<file path="config.mk">
export PLATFORM = sky130hd
export DESIGN_NAME = jog_remote_speed
export DESIGN_NICKNAME = d
export VERILOG_FILES = /design/src/jog_remote_speed.v
export VERILOG_INCLUDE_DIRS = /design/src
export SDC_FILE = /design/constraint.sdc
export NUM_CORES = 2
export LEC_CHECK = 0
export BUFFER_PORTS_ARGS = -buffer_cell sky130_fd_sc_hd__buf_2
export CAP_MARGIN = 20
export CORE_AREA = 2 2 361 363
export DETAILED_ROUTE_END_ITERATION = 16
export DIE_AREA = 0 0 363 365
export PLACE_DENSITY_LB_ADDON = 0.05
export RECOVER_POWER = 25
export SLEW_MARGIN = 20
export SYNTH_ARGS = -nofsm -noshare
export SYNTH_HDL_FRONTEND = slang
export SYNTH_SLANG_ARGS = --single-unit
</file>
<file path="constraint.sdc">
create_clock -name core_clk -period 20.2 [get_ports core_clk]
set_input_delay 2.02 -clock core_clk [delete_from_list [all_inputs] [get_ports core_clk]]
set_output_delay 2.02 -clock core_clk [all_outputs]
set_load 0.01 [all_outputs]
</file>
<file path="src/jog_remote_regs.vh">
// Register offsets, field codes, reset values and timing figures for the jog and remote-speed logic.
// Operation
// - Hold jog frequency, default 5 Hz, 0 to 400 Hz; run at it in jog.
// - Hold jog ramp time, default 0.5 s, 0 to 3600 s, measured to 60 Hz.
// - Jog uses one ramp time for both acceleration and deceleration.
// - With jog selected, forward and reverse start inputs start and stop the motor.
// - A terminal whose function code is 5 carries the jog select function.
// - Outside mode 4, panel jog runs only while the panel start button is held.
// - Ramp pattern 1 measures the jog ramp time to base frequency.
// - Jog ignores second-function input for ramp times, other uses unaffected.
// - Mode 4: run or forward/reverse keys start jog, stop key stops it.
// - Jog is disabled entirely in operation mode 3.
// - Remote selection 0 multi-speed, 1 stored, 2 unstored, 3 unstored cleared at stop.
// - Remote selection 1 to 3 turns speed inputs into accelerate, decelerate, clear.
// - Remote offset adds to a base command chosen by operation mode.
// - Selection 1 saves the remote frequency and resumes from it after power cycle.
// - Save at start release, and minutely compare-and-write while accel/decel are off.
// - Offset limited zero to maximum frequency; total capped at main plus maximum.
// - Remote ramps use second times, or longer primary times while second-function off.
// - Selections 1 and 2 change the offset even with both starts inactive.
// - Remote setting also works in network operation mode.
// - Remote setting is disabled during jog or PID control.
// - External source priority: jog, multi-speed, analog input 4, analog input 2.
`ifndef JOG_REMOTE_REGS_VH
`define JOG_REMOTE_REGS_VH
`define ADDR_JOG_FREQ 8'h00
`define ADDR_JOG_RAMP 8'h04
`define ADDR_REF_FREQ 8'h08
`define ADDR_BASE_FREQ 8'h0C
`define ADDR_RAMP_PATTERN 8'h10
`define ADDR_OP_MODE 8'h14
`define ADDR_REMOTE_SEL 8'h18
`define ADDR_TERM_ASSIGN 8'h1C
`define ADDR_MAX_FREQ 8'h20
`define ADDR_ACCEL_TIME 8'h24
`define ADDR_DECEL_TIME 8'h28
`define ADDR_SECOND_ACCEL 8'h2C
`define ADDR_SECOND_DECEL 8'h30
`define ADDR_START_FREQ 8'h34
`define ADDR_STATUS 8'h38
`define ADDR_OUT_FREQ 8'h3C
`define ADDR_REMOTE_OFFSET 8'h40
`define ADDR_STORED_FREQ 8'h44
`define RST_JOG_FREQ 16'h01F4
`define MAX_SET_FREQ 16'h9C40
`define RST_JOG_RAMP 16'h0005
`define MAX_SET_TIME 16'h8CA0
`define RST_REF_FREQ 16'h1770
`define RST_BASE_FREQ 16'h1770
`define RST_MAX_FREQ 16'h2EE0
`define RST_ACCEL_TIME 16'h0032
`define RST_START_FREQ 16'h0032
`define TIME_NOT_SET 16'h270F
`define RST_TERM_ASSIGN 20'h53210
`define FUNC_LOW 4'h0
`define FUNC_MID 4'h1
`define FUNC_HIGH 4'h2
`define FUNC_SECOND 4'h3
`define FUNC_JOG 4'h5
`define MODE_SWITCH 3'h0
`define MODE_PANEL 3'h1
`define MODE_COMBINED_FREQ 3'h3
`define MODE_COMBINED_START 3'h4
`define REMOTE_MULTI 2'h0
`define REMOTE_STORED 2'h1
`define REMOTE_CLEAR_AT_STOP 2'h3
`define PATTERN_S_A 2'h1
`define CYC_PER_TIME_UNIT 32'd20000000
`define SAVE_PERIOD_CYC 40'd12000000000
`endif

</file>
<file path="src/jog_remote_speed.v">
// Jog and remote up/down speed-setting frequency command logic with ramp generator.
//
// The register addresses and strobed register access were chosen for this implementation.
`timescale 1ns/1ps
`include "jog_remote_regs.vh"
module jog_remote_speed #(
   parameter [31:0] CYC_PER_UNIT = `CYC_PER_TIME_UNIT,
   parameter [39:0] SAVE_CYC = `SAVE_PERIOD_CYC
) (
   // Clock and reset.
   input wire core_clk,
   input wire srst,
   // Register port.
   input wire [7:0] reg_addr,
   input wire [31:0] reg_wdata,
   input wire reg_wr,
   input wire reg_rd,
   output reg [31:0] reg_rdata,
   // Contact input pins.
   input wire [4:0] terminal_in,
   input wire forward_start_input,
   input wire reverse_start_input,
   // Operator panel keys (pins).
   input wire panel_run_key,
   input wire panel_fwd_key,
   input wire panel_rev_key,
   input wire panel_stop_key,
   // Mode qualifiers from drive logic.
   input wire panel_jog_mode,
   input wire panel_op_sel,
   input wire network_op,
   input wire pid_active,
   // Frequency sources from drive logic, 0.01 Hz units.
   input wire [15:0] panel_freq,
   input wire [15:0] ain4_freq,
   input wire [15:0] ain2_freq,
   input wire ain4_sel,
   input wire [15:0] multispeed_freq,
   // Nonvolatile store.
   input wire nv_load_valid,
   input wire [15:0] nv_load_data,
   output reg nv_wr,
   output reg [15:0] nv_wdata,
   // Frequency reference and run state.
   output reg [16:0] freq_ref,
   output reg [16:0] target_freq,
   output reg run_fwd,
   output reg run_rev,
   output reg jog_active,
   output reg remote_active
);

   // Configuration registers.
   reg [15:0] jog_freq_q;
   reg [15:0] jog_ramp_q;
   reg [15:0] ref_freq_q;
   reg [15:0] base_freq_q;
   reg [1:0] pattern_q;
   reg [2:0] op_mode_q;
   reg [1:0] remote_sel_q;
   reg [19:0] term_assign_q;
   reg [15:0] max_freq_q;
   reg [15:0] accel_q;
   reg [15:0] decel_q;
   reg [15:0] second_accel_q;
   reg [15:0] second_decel_q;
   reg [15:0] start_freq_q;
   // Pin synchroniser stages.
   reg [10:0] sync1_q;
   reg [10:0] sync_q;
   // Block state.
   reg [15:0] offset_q;
   reg [15:0] stored_q;
   reg started_q;
   reg run_latch_q;
   reg run_latch_rev_q;
   reg [47:0] ramp_acc_q;
   reg [47:0] offs_acc_q;
   reg [39:0] save_cnt_q;

   // Clamps a written value to an upper limit.
   function [15:0] clamp16;
      input [31:0] v;
      input [15:0] lim;
      begin
         if (v[31:16] != 16'h0000 || v[15:0] > lim) begin
            clamp16 = lim;
         end else begin
            clamp16 = v[15:0];
         end
      end
   endfunction

   // True when any terminal carries the given function code and is active.
   function func_on;
      input [3:0] code;
      input [19:0] codes;
      input [4:0] pins;
      integer i;
      begin
         func_on = 1'b0;
         for (i = 0; i < 5; i = i + 1) begin
            if (codes[4*i +: 4] == code && pins[i]) begin
               func_on = 1'b1;
            end
         end
      end
   endfunction

   // Two-stage synchroniser for every pin input.
   always @(posedge core_clk) begin
      if (srst) begin
         sync1_q <= 11'h000;
         sync_q <= 11'h000;
      end else begin
         sync1_q <= {panel_stop_key, panel_rev_key, panel_fwd_key, panel_run_key,
                     reverse_start_input, forward_start_input, terminal_in};
         sync_q <= sync1_q;
      end
   end

   wire [4:0] term_s = sync_q[4:0];
   wire fwd_s = sync_q[5];
   wire rev_s = sync_q[6];
   wire key_run = sync_q[7];
   wire key_fwd = sync_q[8];
   wire key_rev = sync_q[9];
   wire key_stop = sync_q[10];

   // Terminal function routing.
   wire jog_pin = func_on(`FUNC_JOG, term_assign_q, term_s);
   wire high_in = func_on(`FUNC_HIGH, term_assign_q, term_s);
   wire mid_in = func_on(`FUNC_MID, term_assign_q, term_s);
   wire low_in = func_on(`FUNC_LOW, term_assign_q, term_s);
   wire second_in = func_on(`FUNC_SECOND, term_assign_q, term_s);

   // Mode decode.
   wire pu_mode = (op_mode_q == `MODE_PANEL) || (op_mode_q == `MODE_SWITCH && panel_op_sel);
   wire mode3 = (op_mode_q == `MODE_COMBINED_FREQ);
   wire mode4 = (op_mode_q == `MODE_COMBINED_START);
   wire panel_start = pu_mode || mode4;

   // Jog sources; none of them is honoured in mode 3.
   wire contact_jog = jog_pin && !panel_start && !mode3;
   wire held_jog = panel_jog_mode && pu_mode && (key_run || key_fwd || key_rev);
   wire latched_jog = panel_jog_mode && mode4 && run_latch_q;
   wire jog_on = contact_jog || (!mode3 && (held_jog || latched_jog));

   // Run direction; both contact starts together means stop.
   wire contact_fwd = fwd_s && !rev_s;
   wire contact_rev = rev_s && !fwd_s;
   reg dir_fwd;
   reg dir_rev;
   always @* begin
      if (held_jog) begin
         dir_fwd = (key_run || key_fwd) && !key_rev;
         dir_rev = key_rev && !key_run && !key_fwd;
      end else if (panel_start) begin
         dir_fwd = run_latch_q && !run_latch_rev_q;
         dir_rev = run_latch_q && run_latch_rev_q;
      end else begin
         dir_fwd = contact_fwd;
         dir_rev = contact_rev;
      end
   end
   wire running = dir_fwd || dir_rev;
   wire contact_started = fwd_s || rev_s;

   // Remote function decode.
   wire remote_sel_on = (remote_sel_q != `REMOTE_MULTI);
   wire remote_on = remote_sel_on && !jog_on && !pid_active;
   wire up_cmd = remote_on && high_in && !mid_in;
   wire down_cmd = remote_on && mid_in && !high_in;
   wire clear_cmd = remote_on && low_in;
   wire adj_allowed = (remote_sel_q != `REMOTE_CLEAR_AT_STOP) || contact_started;
   wire ms_on = !remote_sel_on && !pu_mode && (high_in || mid_in || low_in);

   // Base command by mode, network using the external command.
   reg [15:0] base_cmd;
   always @* begin
      if (network_op) begin
         base_cmd = ain4_sel ? ain4_freq : ain2_freq;
      end else if (mode3) begin
         base_cmd = ain4_sel ? ain4_freq : panel_freq;
      end else if (pu_mode) begin
         base_cmd = panel_freq;
      end else begin
         base_cmd = ain4_sel ? ain4_freq : ain2_freq;
      end
   end

   // Target with jog above multi-speed above analog commands.
   wire [16:0] offs_eff = remote_on ? {1'b0, offset_q} : 17'h00000;
   wire [16:0] cap_sum = {1'b0, base_cmd} + {1'b0, max_freq_q};
   wire [16:0] raw_sum = {1'b0, base_cmd} + offs_eff;
   wire [16:0] set_sum = (raw_sum > cap_sum) ? cap_sum : raw_sum;
   reg [16:0] target_d;
   always @* begin
      if (jog_on) begin
         target_d = running ? {1'b0, jog_freq_q} : 17'h00000;
      end else if (!running) begin
         target_d = 17'h00000;
      end else if (ms_on && !network_op) begin
         target_d = {1'b0, multispeed_freq};
      end else begin
         target_d = set_sum;
      end
   end

   // Ramp time selection for acceleration and deceleration.
   wire [15:0] sec_dec = (second_decel_q == `TIME_NOT_SET) ? second_accel_q : second_decel_q;
   wire rem_adj = up_cmd || down_cmd;
   reg [15:0] acc_time;
   reg [15:0] dec_time;
   always @* begin
      if (jog_on) begin
         acc_time = jog_ramp_q;
         dec_time = jog_ramp_q;
      end else if (second_in) begin
         acc_time = second_accel_q;
         dec_time = sec_dec;
      end else if (rem_adj) begin
         acc_time = (accel_q > second_accel_q) ? accel_q : second_accel_q;
         dec_time = (decel_q > sec_dec) ? decel_q : sec_dec;
      end else begin
         acc_time = accel_q;
         dec_time = decel_q;
      end
   end

   // Ramp span is base frequency under S-curve A in jog, else the reference frequency.
   wire [15:0] span = (jog_on && pattern_q == `PATTERN_S_A) ? base_freq_q : ref_freq_q;
   wire going_up = target_d > freq_ref;
   wire [15:0] main_time = going_up ? acc_time : dec_time;
   wire [47:0] main_thr = main_time * CYC_PER_UNIT;
   wire [47:0] main_sum = ramp_acc_q + {32'h00000000, span};
   wire [15:0] offs_time = up_cmd ? acc_time : dec_time;
   wire [47:0] offs_thr = offs_time * CYC_PER_UNIT;
   wire [47:0] offs_sum = offs_acc_q + {32'h00000000, ref_freq_q};

   // Ramp generator: one 0.01 Hz step each time the span accumulator passes the time.
   always @(posedge core_clk) begin
      if (srst) begin
         freq_ref <= 17'h00000;
         ramp_acc_q <= 48'h000000000000;
      end else if (target_d == freq_ref) begin
         ramp_acc_q <= 48'h000000000000;
      end else if (main_time == 16'h0000) begin
         freq_ref <= target_d;
         ramp_acc_q <= 48'h000000000000;
      end else if (main_sum >= main_thr) begin
         freq_ref <= going_up ? freq_ref + 17'h00001 : freq_ref - 17'h00001;
         ramp_acc_q <= main_sum - main_thr;
      end else begin
         ramp_acc_q <= main_sum;
      end
   end

   // Panel run latch for modes that start from the panel.
   always @(posedge core_clk) begin
      if (srst) begin
         run_latch_q <= 1'b0;
         run_latch_rev_q <= 1'b0;
      end else if (key_stop || !panel_start || (panel_jog_mode && pu_mode)) begin
         run_latch_q <= 1'b0;
      end else if (key_run || key_fwd) begin
         run_latch_q <= 1'b1;
         run_latch_rev_q <= 1'b0;
      end else if (key_rev) begin
         run_latch_q <= 1'b1;
         run_latch_rev_q <= 1'b1;
      end
   end

   // Remote offset, its storage and the periodic compare-and-save.
   wire start_fall = started_q && !contact_started;
   wire save_idle = remote_on && !high_in && !mid_in && (remote_sel_q == `REMOTE_STORED);
   wire save_tick = save_idle && (save_cnt_q == SAVE_CYC - 40'h0000000001);
   always @(posedge core_clk) begin
      if (srst) begin
         offset_q <= 16'h0000;
         stored_q <= 16'h0000;
         started_q <= 1'b0;
         offs_acc_q <= 48'h000000000000;
         save_cnt_q <= 40'h0000000000;
         nv_wr <= 1'b0;
         nv_wdata <= 16'h0000;
      end else begin
         started_q <= contact_started;
         nv_wr <= 1'b0;
         if (nv_load_valid) begin
            stored_q <= nv_load_data;
            if (remote_sel_q == `REMOTE_STORED) begin
               offset_q <= clamp16({16'h0000, nv_load_data}, max_freq_q);
            end
         end else if (clear_cmd) begin
            offset_q <= 16'h0000;
            offs_acc_q <= 48'h000000000000;
         end else if (start_fall && remote_sel_q == `REMOTE_CLEAR_AT_STOP) begin
            offset_q <= 16'h0000;
         end else if (rem_adj && adj_allowed) begin
            if (offs_time == 16'h0000 || offs_sum >= offs_thr) begin
               offs_acc_q <= (offs_time == 16'h0000) ? 48'h000000000000 : offs_sum - offs_thr;
               if (up_cmd && offset_q < max_freq_q) begin
                  offset_q <= offset_q + 16'h0001;
               end else if (down_cmd && offset_q != 16'h0000) begin
                  offset_q <= offset_q - 16'h0001;
               end
            end else begin
               offs_acc_q <= offs_sum;
            end
         end else if (offset_q > max_freq_q) begin
            offset_q <= max_freq_q;
         end
         // Saving ignores the clear input and follows start release or the minute tick.
         if (remote_sel_q == `REMOTE_STORED && remote_on &&
             (start_fall || (save_tick && offset_q != stored_q))) begin
            nv_wr <= 1'b1;
            nv_wdata <= offset_q;
            stored_q <= offset_q;
         end
         if (!save_idle || save_tick) begin
            save_cnt_q <= 40'h0000000000;
         end else begin
            save_cnt_q <= save_cnt_q + 40'h0000000001;
         end
      end
   end

   // Registered run and status outputs.
   always @(posedge core_clk) begin
      if (srst) begin
         target_freq <= 17'h00000;
         run_fwd <= 1'b0;
         run_rev <= 1'b0;
         jog_active <= 1'b0;
         remote_active <= 1'b0;
      end else begin
         target_freq <= target_d;
         run_fwd <= dir_fwd;
         run_rev <= dir_rev;
         jog_active <= jog_on;
         remote_active <= remote_on;
      end
   end

   // Register writes with range clamping.
   always @(posedge core_clk) begin
      if (srst) begin
         jog_freq_q <= `RST_JOG_FREQ;
         jog_ramp_q <= `RST_JOG_RAMP;
         ref_freq_q <= `RST_REF_FREQ;
         base_freq_q <= `RST_BASE_FREQ;
         pattern_q <= 2'h0;
         op_mode_q <= 3'h0;
         remote_sel_q <= 2'h0;
         term_assign_q <= `RST_TERM_ASSIGN;
         max_freq_q <= `RST_MAX_FREQ;
         accel_q <= `RST_ACCEL_TIME;
         decel_q <= `RST_ACCEL_TIME;
         second_accel_q <= `RST_ACCEL_TIME;
         second_decel_q <= `TIME_NOT_SET;
         start_freq_q <= `RST_START_FREQ;
      end else if (reg_wr) begin
         if (reg_addr == `ADDR_JOG_FREQ) begin
            jog_freq_q <= clamp16(reg_wdata, `MAX_SET_FREQ);
         end else if (reg_addr == `ADDR_JOG_RAMP) begin
            jog_ramp_q <= clamp16(reg_wdata, `MAX_SET_TIME);
         end else if (reg_addr == `ADDR_REF_FREQ) begin
            ref_freq_q <= (reg_wdata[15:0] == 16'h0000) ? 16'h0001 :
                          clamp16(reg_wdata, `MAX_SET_FREQ);
         end else if (reg_addr == `ADDR_BASE_FREQ) begin
            base_freq_q <= clamp16(reg_wdata, `MAX_SET_FREQ);
         end else if (reg_addr == `ADDR_RAMP_PATTERN) begin
            pattern_q <= reg_wdata[1:0];
         end else if (reg_addr == `ADDR_OP_MODE) begin
            op_mode_q <= (reg_wdata[2:0] > 3'h4) ? 3'h4 : reg_wdata[2:0];
         end else if (reg_addr == `ADDR_REMOTE_SEL) begin
            remote_sel_q <= reg_wdata[1:0];
         end else if (reg_addr == `ADDR_TERM_ASSIGN) begin
            term_assign_q <= reg_wdata[19:0];
         end else if (reg_addr == `ADDR_MAX_FREQ) begin
            max_freq_q <= clamp16(reg_wdata, `MAX_SET_FREQ);
         end else if (reg_addr == `ADDR_ACCEL_TIME) begin
            accel_q <= clamp16(reg_wdata, `MAX_SET_TIME);
         end else if (reg_addr == `ADDR_DECEL_TIME) begin
            decel_q <= clamp16(reg_wdata, `MAX_SET_TIME);
         end else if (reg_addr == `ADDR_SECOND_ACCEL) begin
            second_accel_q <= clamp16(reg_wdata, `MAX_SET_TIME);
         end else if (reg_addr == `ADDR_SECOND_DECEL) begin
            second_decel_q <= (reg_wdata[15:0] == `TIME_NOT_SET) ? `TIME_NOT_SET :
                              clamp16(reg_wdata, `MAX_SET_TIME);
         end else if (reg_addr == `ADDR_START_FREQ) begin
            start_freq_q <= clamp16(reg_wdata, `MAX_SET_FREQ);
         end
      end
   end

   // Read data, valid in the cycle after the read strobe; unmapped reads give zero.
   always @(posedge core_clk) begin
      if (srst) begin
         reg_rdata <= 32'h00000000;
      end else if (!reg_rd) begin
         reg_rdata <= 32'h00000000;
      end else if (reg_addr == `ADDR_JOG_FREQ) begin
         reg_rdata <= {16'h0000, jog_freq_q};
      end else if (reg_addr == `ADDR_JOG_RAMP) begin
         reg_rdata <= {16'h0000, jog_ramp_q};
      end else if (reg_addr == `ADDR_REF_FREQ) begin
         reg_rdata <= {16'h0000, ref_freq_q};
      end else if (reg_addr == `ADDR_BASE_FREQ) begin
         reg_rdata <= {16'h0000, base_freq_q};
      end else if (reg_addr == `ADDR_RAMP_PATTERN) begin
         reg_rdata <= {30'h00000000, pattern_q};
      end else if (reg_addr == `ADDR_OP_MODE) begin
         reg_rdata <= {29'h00000000, op_mode_q};
      end else if (reg_addr == `ADDR_REMOTE_SEL) begin
         reg_rdata <= {30'h00000000, remote_sel_q};
      end else if (reg_addr == `ADDR_TERM_ASSIGN) begin
         reg_rdata <= {12'h000, term_assign_q};
      end else if (reg_addr == `ADDR_MAX_FREQ) begin
         reg_rdata <= {16'h0000, max_freq_q};
      end else if (reg_addr == `ADDR_ACCEL_TIME) begin
         reg_rdata <= {16'h0000, accel_q};
      end else if (reg_addr == `ADDR_DECEL_TIME) begin
         reg_rdata <= {16'h0000, decel_q};
      end else if (reg_addr == `ADDR_SECOND_ACCEL) begin
         reg_rdata <= {16'h0000, second_accel_q};
      end else if (reg_addr == `ADDR_SECOND_DECEL) begin
         reg_rdata <= {16'h0000, second_decel_q};
      end else if (reg_addr == `ADDR_START_FREQ) begin
         reg_rdata <= {16'h0000, start_freq_q};
      end else if (reg_addr == `ADDR_STATUS) begin
         reg_rdata <= {26'h0000000, second_in, ms_on, remote_on, jog_on, dir_rev, dir_fwd};
      end else if (reg_addr == `ADDR_OUT_FREQ) begin
         reg_rdata <= {15'h0000, freq_ref};
      end else if (reg_addr == `ADDR_REMOTE_OFFSET) begin
         reg_rdata <= {16'h0000, offset_q};
      end else if (reg_addr == `ADDR_STORED_FREQ) begin
         reg_rdata <= {16'h0000, stored_q};
      end else begin
         reg_rdata <= 32'h00000000;
      end
   end

endmodule

</file>
==> results.md <==
- CTS tree: built
- Req. time, crit path: 20650 ps
- Clock transition at path regs: 60 ps
- Period minus WS final: 18860 ps
- Hold slack: 437 ps
- Total power: 6.95 mW
- Number of DRC markers in iteration 0: 3463
- Via count: 39263
- Final hold vios: 0
- Leak pwr: 21.4 nW
- Slack of the critical path: 1340 ps
- Number of I/O pins: 228
- Hold path endpoint: sync_q[5]
- Largest net degree at the start of global routing: 152
- MaxCap Viol Count: 5
- Cell Rows: 132
- Synth area leader: dfxtp_1
- Reg2reg end: freq_ref[0]
- Root buffer cell: clkbuf_16
- Flop2flop setup slack: 2060 ps
- Sequential fraction of the synthesis area: 0.216
- EDFF count, synth: 0
- CP endpoint kind: flip-flop
- Failing checks: capacitance limit, slew limit
- Dpl cells: 7014
- Top-area cell type share of the netlist area: 0.216
- Count of final setup violators: 0
- Routed wire per std cell: 24.6 µm
- Syn_area_per_cell: 8.05 µm²
- Total clock sinks: 455
- Die Ht: 365 µm
- FMAX: 0.0530 GHz
- Post-CTS Setup Bufs: 0
- R2R cell count: 70
- Drt total wl: 175 mm
- Hold Crit Class: reg2reg
- Max stage delay cell, worst path: nor3_1
- Hold depth: 1
- Top cell by count, worst path: ha_1
- Final setup skew: 61.5 ps
- Die Wd: 363 µm
- Yosys reg bits: 455
- Die Area: 132000 µm²
- All-Layer GR Usage: 0.258
- Status: finished, violations left
- Rel. slew slack: -4.34
- Power per cell area: 148 nW/µm²
- Hold-fix buffers, CTS: 0
- DRC Markers: 0
- Worst skew pair latency: 710 ps
- Ys async rst share: 0
- Clk buf depth: 3
- Final period utilization: 0.933
- Worst-Margin Slew: 8020 ps
- Worst r2r src: term_assign_q[9]
- Startpoint types: primary input
- P&R area growth vs syn: 11.8%
- Final slew viol count: 332
- Finished Cell Area: 47100 µm²
- Worst slack at placement: 868 ps
- Ys flop type: dfxtp_1
- Core Area: 129000 µm²
- Area of placed instances: 45200 µm²
- Crit path kind: in2reg
- Port bufs: 215
- Ys Warns: 0
- Worst vdd ir: 0.168 mV
- Mapped cell area: 42100 µm²
- Vias/cell: 5.51
- Post-Route Utilization: 0.366
- Initial antenna violation count: 19
- Worst EP arrival: 19310 ps
- Crit Path Max Fanout: 33
- GRT overflow: 0
- Starting Density: 0.327
- CP peak stage delay: 680 ps
- Post_cts resized: 0
- Antenna viol nets, final: 0
- First-pass GRT wire length: 255 mm
- Mapped Cells: 5232
- Fin cells: 7126
- Top post-synthesis cells by area: dfxtp_1, ha_1, fa_1
- Total CTS buffers: 60
- Final HPWL DP: 140 mm
- Setup TNS: 0 ps
- Share of layout cells above drive strength 1: 0.0773
- Nets: 6248
- DRT Pass-1 Iters: 6
- Hold_sp: sync1_q[5]
- Post-synth cell types: 100
- H-Tree Depth: 2
- Routability congestion estimate from global placement: 0.973
- RSZ-0062 raised after global routing: no
- Vias in the first global route: 37610
## power by group
part / total (mW) / internal [mW] / switching [mW]
registers: 1.07 / 0.977 / 0.0969
clock network: 1.11 / 0.645 / 0.466
logic: 4.77 / 1.97 / 2.80
## flip-flops by register name (all words and copies together) (netlist names), 17 cells and up
name	flops
freq_ref	17
offs_acc_q	48
ramp_acc_q	48
reg_rdata	20
save_cnt_q	40
target_freq	17
term_assign_q	20
## cells by family after synthesis
group	synth area share
buffers and inverters	0.0585
other	0.0000890
and+or+nand+nor	0.190
adders and majority gates	0.234
xor gates and xnor gates	0.0622
DFF	0.216
muxes	0.0381
AOI/OAI and AO/OA	0.200
## metal layers
metal  wire length, µm  global-route usage
met1             83300               0.374
met2             75900               0.397
met3             11500              0.0389
met4              4530              0.0648
met5                48                   0
## cell usage after synthesis, types with 125 or more instances
master / instances
mux2i_1: 144
nand3_1: 125
a21oi_1: 421
inv_1: 419
fa_1: 140
clkbuf_1: 159
o21ai_0: 191
xor2_1: 145
dfxtp_1: 455
nand2_1: 415
xnor2_1: 154
nor2_1: 606
ha_1: 565
## placed cells by master, fill, tap and decap left out, types with 96 or more instances in the layout
cell type  count
nor2_1       605
xor2_1       145
ha_1         565
o21ai_0      190
nand2_1      414
nand3_1      124
mux2i_1      142
a21oi_1      418
buf_2        139
fa_1         140
inv_1        419
nor3_1       109
xnor2_1      154
dfxtp_1      455
clkbuf_1      96
## worst max path at each step
stage	from	end	slack [ps]	cells past startpoint
2_1_floorplan	panel_op_sel	ramp_acc_q[18]	2470	68
3_3_place_gp	panel_op_sel	freq_ref[16]	1120	67
3_5_place_dp	panel_op_sel	freq_ref[16]	870	67
4_1_cts	panel_op_sel	freq_ref[16]	1520	67
5_1_grt	panel_op_sel	freq_ref[0]	140	68
6_report	panel_op_sel	freq_ref[0]	1340	67
## critical path: cells and delay by family
kind | cells | cell delay [ps]
XOR/XNOR | 1 | 190
AND/OR/NAND/NOR | 14 | 3410
AO/OA/AOI/OAI | 33 | 8730
adder cells (fa/ha/maj) | 11 | 3740
multiplexers | 2 | 570
buffers and inverters | 6 | 630
## area by class of cell
| type | count | area, µm² |
|---|---|---|
| inverter | 419 | 1570 |
| timing repair buffer | 302 | 1620 |
| tap | 1675 | 2100 |
| clock inverter | 23 | 304 |
| antenna | 4 | 10.0 |
| fill | 13582 | 81600 |
| clock buffer | 84 | 1690 |
| sequential | 455 | 9110 |
| multi-input combinational | 4164 | 30700 |
(Power assumes the default switching activity.)
